===== src/hw/oms_pkg.sv =====
// operating mode select: shared constants and types
package oms_pkg;

   // ----------------------------------------
   // timing and address map values
   // ----------------------------------------
   localparam int unsigned SYNC_STAGES  = 2;     // flops in the pin synchroniser
   localparam logic [1:0]  SETTLE_COUNT = 2'h2;  // cycles after release before capture
   localparam int unsigned ADDR_W       = 16;    // cpu address width
   localparam int unsigned VEC_ADDR_BIT = 14;    // address bit forced low on vector fetch
   localparam logic [15:0] BOOT_BASE    = 16'hbf40; // boot rom window base
   localparam logic [15:0] BOOT_SIZE    = 16'h00c0; // boot rom window size, 192 bytes

   // ----------------------------------------
   // control bits and modes
   // ----------------------------------------
   typedef struct packed {
      logic boot_rom_enable;
      logic special_mode_bit;
      logic expanded_select_bit;
   } oms_ctl_t;

   localparam oms_ctl_t CTL_RESET = '{1'b0, 1'b0, 1'b0}; // value before capture

   typedef enum logic [1:0] {
      MODE_NORMAL_SINGLE,
      MODE_NORMAL_EXPANDED,
      MODE_SPECIAL_BOOT,
      MODE_SPECIAL_TEST
   } oms_mode_t;

   typedef enum logic {
      ST_SETTLE,
      ST_RUN
   } oms_state_t;

endpackage


===== src/hw/oms_sync.sv =====
// two flop synchroniser for asynchronous level inputs
`timescale 1ns/1ns
module oms_sync #(
   parameter int unsigned WIDTH = 2
) (
   input  wire logic             i_core_clk, // system clock
   input  wire logic             i_nrst,     // async reset, active low
   input  wire logic [WIDTH-1:0] i_async,    // asynchronous levels
   output logic      [WIDTH-1:0] o_sync      // synchronised levels
);

   // an empty bus has nothing to synchronise
   if (WIDTH < 1) begin : g_width_zero
      $error("synchroniser width must be at least one");
   end

   logic [WIDTH-1:0] stage1;
   logic [WIDTH-1:0] stage2;

   // ----------------------------------------
   // synchroniser chain
   // ----------------------------------------
   // first stage read only by second stage
   always_ff @(posedge i_core_clk or negedge i_nrst) begin
      if (!i_nrst) begin
         stage1 <= '0;
         stage2 <= '0;
      end else begin
         stage1 <= i_async;
         stage2 <= stage1;
      end
   end

   assign o_sync = stage2;

endmodule


===== src/hw/oms_top.sv =====
// operating mode select and boot rom enable logic
// Operation
// - expanded bit loaded from mode pin a
// - expanded bit picks single chip or expanded
// - special bit loaded inverted from mode pin b
// - special bit picks normal or special modes
// - special mode permits writing mode control bits
// - special mode forces a14 low on vectors
// - boot enable writable only in special modes
// - boot enable maps boot rom into memory
// - reset sets bits per mode table
`timescale 1ns/1ns
module oms_top #(
   parameter logic [15:0] BOOT_BASE = oms_pkg::BOOT_BASE, // boot rom window base
   parameter logic [15:0] BOOT_SIZE = oms_pkg::BOOT_SIZE  // boot rom window bytes
) (
   input  wire logic                           i_core_clk,      // system clock 50 mhz
   input  wire logic                           i_nrst,          // async reset, active low
   input  wire logic                           i_mode_pin_a,    // mode pin a level
   input  wire logic                           i_mode_pin_b,    // mode pin b level
   input  wire logic                           i_ctl_wr,        // control write strobe
   input  wire oms_pkg::oms_ctl_t              i_ctl_wdata,     // control write data
   input  wire logic [oms_pkg::ADDR_W-1:0]     i_cpu_addr,      // cpu address
   input  wire logic                           i_vector_fetch,  // cpu vector fetch cycle
   output oms_pkg::oms_ctl_t                   o_ctl,           // control bits
   output oms_pkg::oms_mode_t                  o_mode,          // decoded mode
   output logic                                o_mode_valid,    // bits captured
   output logic [oms_pkg::ADDR_W-1:0]          o_bus_addr,      // address to memory
   output logic                                o_boot_rom_sel   // boot rom selected
);

   // ----------------------------------------
   // elaboration checks
   // ----------------------------------------
   // refuse a window the 16-bit decode cannot hold
   if (32'(BOOT_BASE) + 32'(BOOT_SIZE) > 32'h0001_0000) begin : g_window_past_top
      $error("boot rom window runs past the address space");
   end

   // an empty window would never select the rom
   if (BOOT_SIZE == 16'h0000) begin : g_window_empty
      $error("boot rom window is empty");
   end

   // the relocated bit must exist on the address bus
   if (oms_pkg::VEC_ADDR_BIT >= oms_pkg::ADDR_W) begin : g_vec_bit_range
      $error("vector address bit outside the address bus");
   end

   // the pins must be through the synchroniser before they are taken
   if (oms_pkg::SETTLE_COUNT < oms_pkg::SYNC_STAGES) begin : g_settle_short
      $error("settle count shorter than the synchroniser");
   end

   // ----------------------------------------
   // functions
   // ----------------------------------------
   // mode from control bits, special bit picks the pair, expanded bit the member
   function automatic oms_pkg::oms_mode_t mode_of(input oms_pkg::oms_ctl_t c);
      oms_pkg::oms_mode_t m;
      m = oms_pkg::MODE_NORMAL_SINGLE;
      if (c.special_mode_bit) begin
         if (c.expanded_select_bit) begin
            m = oms_pkg::MODE_SPECIAL_TEST;
         end else begin
            m = oms_pkg::MODE_SPECIAL_BOOT;
         end
      end else begin
         if (c.expanded_select_bit) begin
            m = oms_pkg::MODE_NORMAL_EXPANDED;
         end else begin
            m = oms_pkg::MODE_NORMAL_SINGLE;
         end
      end
      return m;
   endfunction

   // address inside boot rom window
   function automatic logic in_boot(input logic [15:0] a);
      logic [16:0] top;
      top = {1'b0, BOOT_BASE} + {1'b0, BOOT_SIZE};
      return (a >= BOOT_BASE) && ({1'b0, a} < top);
   endfunction

   // control bits taken from the synchronised pins as reset is left
   function automatic oms_pkg::oms_ctl_t capture_of(input logic pin_b, input logic pin_a);
      oms_pkg::oms_ctl_t c;
      c.expanded_select_bit = pin_a;
      c.special_mode_bit    = ~pin_b;
      // boot rom only in the special single chip mode
      c.boot_rom_enable     = ~pin_b & ~pin_a;
      return c;
   endfunction

   // ----------------------------------------
   // pin synchroniser
   // ----------------------------------------
   logic [1:0] pins_sync;

   oms_sync #(
      .WIDTH (2)
   ) u_sync (
      .i_core_clk (i_core_clk),
      .i_nrst     (i_nrst),
      .i_async    ({i_mode_pin_b, i_mode_pin_a}),
      .o_sync     (pins_sync)
   );

   // ----------------------------------------
   // capture and control state
   // ----------------------------------------
   oms_pkg::oms_state_t state;
   oms_pkg::oms_state_t next_state;
   logic [1:0]          settle;
   logic [1:0]          next_settle;
   logic                capture;
   oms_pkg::oms_ctl_t   ctl;
   oms_pkg::oms_ctl_t   next_ctl;
   logic                wr_ok;

   // ----------------------------------------
   // capture sequencer
   // ----------------------------------------
   // the synchroniser is cleared by reset, so the pins need two edges
   // to reach it; the bits are taken on the third edge after release
   assign capture = (state == oms_pkg::ST_SETTLE) && (settle == oms_pkg::SETTLE_COUNT);

   // settle count, then run until the next reset
   always_comb begin
      next_state  = state;
      next_settle = settle;
      unique case (state)
         oms_pkg::ST_SETTLE: begin
            if (capture) begin
               next_state = oms_pkg::ST_RUN;
            end else begin
               next_settle = settle + 2'h1;
            end
         end
         oms_pkg::ST_RUN: begin
            next_state = oms_pkg::ST_RUN; // held until reset
         end
      endcase
   end

   always_ff @(posedge i_core_clk or negedge i_nrst) begin
      if (!i_nrst) begin
         state  <= oms_pkg::ST_SETTLE;
         settle <= 2'h0;
      end else begin
         state  <= next_state;
         settle <= next_settle;
      end
   end

   // ----------------------------------------
   // control bits
   // ----------------------------------------
   // software reaches the bits only after capture and only in a special mode
   assign wr_ok = i_ctl_wr && (state == oms_pkg::ST_RUN) && ctl.special_mode_bit;

   // capture from the pins, then guarded software writes
   always_comb begin
      next_ctl = ctl;
      if (capture) begin
         next_ctl = capture_of(pins_sync[1], pins_sync[0]);
      end else if (wr_ok) begin
         // all three bits change together; clearing special is one way
         next_ctl = i_ctl_wdata;
      end
      // normal modes hold boot enable at zero and ignore writes to it
      if (!next_ctl.special_mode_bit) begin
         next_ctl.boot_rom_enable = 1'b0;
      end
   end

   always_ff @(posedge i_core_clk or negedge i_nrst) begin
      if (!i_nrst) begin
         ctl <= oms_pkg::CTL_RESET;
      end else begin
         ctl <= next_ctl;
      end
   end

   // ----------------------------------------
   // registered outputs
   // ----------------------------------------
   oms_pkg::oms_mode_t          next_mode;
   logic [oms_pkg::ADDR_W-1:0]  next_bus_addr;
   logic                        next_boot_sel;
   logic                        next_valid;

   // mode decode follows the bits being registered this edge
   always_comb begin
      next_mode     = mode_of(next_ctl);
      next_valid    = (next_state == oms_pkg::ST_RUN);
      next_bus_addr = i_cpu_addr;
      // vectors move from the top page to the alternate page in special modes;
      // the bit already in force decides, a write lands one edge later
      if (i_vector_fetch && ctl.special_mode_bit) begin
         next_bus_addr[oms_pkg::VEC_ADDR_BIT] = 1'b0;
      end
      // the bootstrap reset vector lies inside the window, so the
      // firmware in the rom runs first
      next_boot_sel = ctl.boot_rom_enable && in_boot(next_bus_addr);
   end

   // every output straight from a flop
   always_ff @(posedge i_core_clk or negedge i_nrst) begin
      if (!i_nrst) begin
         o_ctl          <= oms_pkg::CTL_RESET;
         o_mode         <= oms_pkg::MODE_NORMAL_SINGLE;
         o_mode_valid   <= 1'b0;
         o_bus_addr     <= '0;
         o_boot_rom_sel <= 1'b0;
      end else begin
         o_ctl          <= next_ctl;
         o_mode         <= next_mode;
         o_mode_valid   <= next_valid;
         o_bus_addr     <= next_bus_addr;
         o_boot_rom_sel <= next_boot_sel;
      end
   end

endmodule


===== config.mk =====
export PLATFORM = sky130hd
export DESIGN_NAME = oms_top
export DESIGN_NICKNAME = d
export VERILOG_FILES = /design/src/hw/oms_pkg.sv /design/src/hw/oms_sync.sv /design/src/hw/oms_top.sv
export SDC_FILE = /design/constraint.sdc
export NUM_CORES = 1
export LEC_CHECK = 0
export BUFFER_PORTS_ARGS = -buffer_cell sky130_fd_sc_hd__buf_2
export CAP_MARGIN = 40
export CORE_MARGIN = 1.5
export CORE_UTILIZATION = 35
export DETAILED_ROUTE_END_ITERATION = 12
export PLACE_DENSITY_LB_ADDON = 0.12
export SYNTH_ARGS = -nofsm -noshare
export SYNTH_HDL_FRONTEND = slang
export SYNTH_SLANG_ARGS = --single-unit

===== constraint.sdc =====
create_clock -name i_core_clk -period 1.6 [get_ports i_core_clk]
set_clock_uncertainty 0.2 [all_clocks]
set_input_delay 0.4 -clock i_core_clk [delete_from_list [all_inputs] [get_ports i_core_clk]]
set_output_delay 0.4 -clock i_core_clk [all_outputs]
set_load 0.02 [all_outputs]

==> impl_metrics.toml <==
[run_status]
outcome = "finished clean"

[setup_path]
cp-end-kind = "primary output"
path_max_fanout = 4
critPathMaxStageDelay_ns = 0.44
critPathBufInv = 1
path_cells = "buf_2"
required_ns = 1.00
cpMaxStageDelayCell = "dfrtp_2"
critPathArrivalTime_ns = 0.92
crit_family = "flip-flops"
start_kind = "register"
timing.rr.end = "settle[0]"
rr_startpoint = "settle[0]"
regToRegSetupSlack_ns = 0.15
worst_r2r_path_depth = 4
crit_type = "reg2out"

[hold_path]
hold_path_startpoint = "i_vector_fetch"
hold_path_depth = 2
min_path_type = "in2reg"
min_to = "o_bus_addr[14]"

[pwr]
leakagePower_nw = 0.685
ir_drop_mv = 0.722
power.density_nw_per_um2 = 867
power_mw = 1.16

[final_layout]
fin_util = 0.592
nets = 150
layout-drive-gt1-share = 0.455
area_growth_pct = 55.4
multi_input_area_um2 = 151
layout_common_cells = "buf_2, dfrtp_1, dlygate4sd3_1"
fin_cells = 151
nFillCells = 199
diodes = 0
register_area_um2 = 678
final_common_cell = "buf_2"

[yosys]
yosysWarnings = 0
syn_area_per_cell_um2 = 15.6
syn_nets = 81
synthCells = 55
ys_types = 21
ys_ff_latch = 27
seq_area_frac_synth = 0.787
synth.top_cell.area_share = 0.787
yosysTopAreaCell = "dfrtp_1"
netlist_top_cells_area = "dfrtp_1, mux2i_1, nand4_1, buf_4, nand2b_4"
syn_area_um2 = 858

[routing]
drc_errors = 0
wl_per_cell_um = 11.0
dr.pass1.iters = 3
wl_mm = 1.67
ant_nets = 0
vias = 634
drtIter0Drc = 4
drt-vias-per-instance = 4.20

[grt]
grt-ovfl-total = 0
track_usage = 0.133
grt_pass1_wl_mm = 2.58
antenna_found_initial = 0
grt_max_degree = 28
grt_pass1_vias = 611

[cts]
clock_sinks = 27
cts-root-buf = "clkbuf_4"
clk_path_buf_depth = 2
cts_buffers = 3
htreeDepth = 1
insertion_delay_ns = 0.31
cts_tree = "done"
clk_pin_slew_worst_paths_ns = 0.13

[timing]
worst_slack_ns = 0.0849
period_needed_ns = 1.52
maxSlewViolCount = 0
slew_headroom = 0.627
period_share = 0.947
max_freq_ghz = 0.660
final.setup.tns_ns = 0
finalSetupViolations = 0
final_hold_viol_count = 0
worst_pin_slew_ns = 0.560
rsz0062_at_grt = "false"

[placement]
post-place-ws_ns = 0.156
dp_cells = 127
gp_congestion = 0.679
io_buffers = 47
dp_hpwl_mm = 1.16

[floorplan]
start_util = 0.381
die_w_um = 52.5
rows = 17
dieArea_um2 = 2760
io_pins = 48
core-area_um2 = 2250
die_y_um = 52.5

[run]
maxCapViolCount = 0
[synthesized netlist by cell type]
master / n
inv_1: 3
buf_4: 2
nor4_1: 1
nand2b_4: 1
o21ai_0: 1
mux2i_1: 2
nor2_1: 2
xnor2_1: 1
nand4_1: 3
a21oi_1: 1
o21ai_1: 1
dfrtp_1: 27
and3_1: 1
a21boi_0: 1
or2_0: 1
ha_1: 1
buf_2: 1
o311ai_0: 1
o211ai_1: 1
nand2_1: 2
nand3_1: 1
[logic make-up after synthesis]
group | share of synthesized area
multiplexers | 0.0233
adder cells (fa/ha/maj) | 0.0146
AO/OA/AOI/OAI | 0.0452
flip-flops | 0.787
buffers and inverters | 0.0364
XOR/XNOR | 0.0102
AND/OR/NAND/NOR | 0.0831
[power breakdown]
part,switching (mW),internal (mW),leakage [nW]
Combinational,0.0834,0.0752,0.351
Sequential,0.00884,0.712,0.316
Clock,0.184,0.0934,0.0177
[metrics by stage]
stage          hold slack (ns)  area (um2)
4_1_cts                 0.0810        1320
6_report                0.0969        1330
3_3_place_gp             0.134        1110
5_1_grt                 0.0805        1330
3_5_place_dp             0.135        1110
2_1_floorplan          -0.0956         858
[per-layer routing]
| layer | vias to the layer above | wire [um] | GRT usage |
|---|---|---|---|
| met5 | - | 0 | 0 |
| met2 | 26 | 879 | 0.235 |
| met4 | 0 | 16 | 0.0769 |
| met3 | 2 | 104 | 0.0257 |
| li1 | 321 | - | - |
| met1 | 285 | 665 | 0.148 |
[area by class of cell]
cell class | count | share of cell area
sequential | 27 | 0.508
timing repair buffer | 67 | 0.323
multi-input combinational | 22 | 0.114
tap | 28 | 0.0263
clock buffer | 3 | 0.0169
inverter | 3 | 0.00844
clock inverter | 1 | 0.00375
[worst max path at each step]
stage	startpoint	cells past startpoint	endpoint
2_1_floorplan	settle[0]	5	settle[0]
3_3_place_gp	settle[0]	4	settle[0]
3_5_place_dp	settle[0]	4	settle[0]
4_1_cts	o_ctl[1]	1	o_ctl[1]
5_1_grt	o_mode_valid	1	o_mode_valid
6_report	o_mode_valid	1	o_mode_valid
[state kept, by name (all words and copies together), names as in the netlist]
| signal | count |
|---|---|
| o_boot_rom_sel | 1 |
| o_bus_addr | 16 |
| o_ctl | 2 |
| o_mode | 1 |
| o_mode_valid | 1 |
| settle | 2 |
| u_sync.o_sync | 2 |
| u_sync.stage1 | 2 |
[timing repair]
action,4_1_cts,5_1_grt
endpoints found under the setup margin,3,3
setup buffers,0,2
resized for setup,2,0
hold endpoints to repair,44,0
hold buffers,18,0
(Power assumes the default switching activity.)
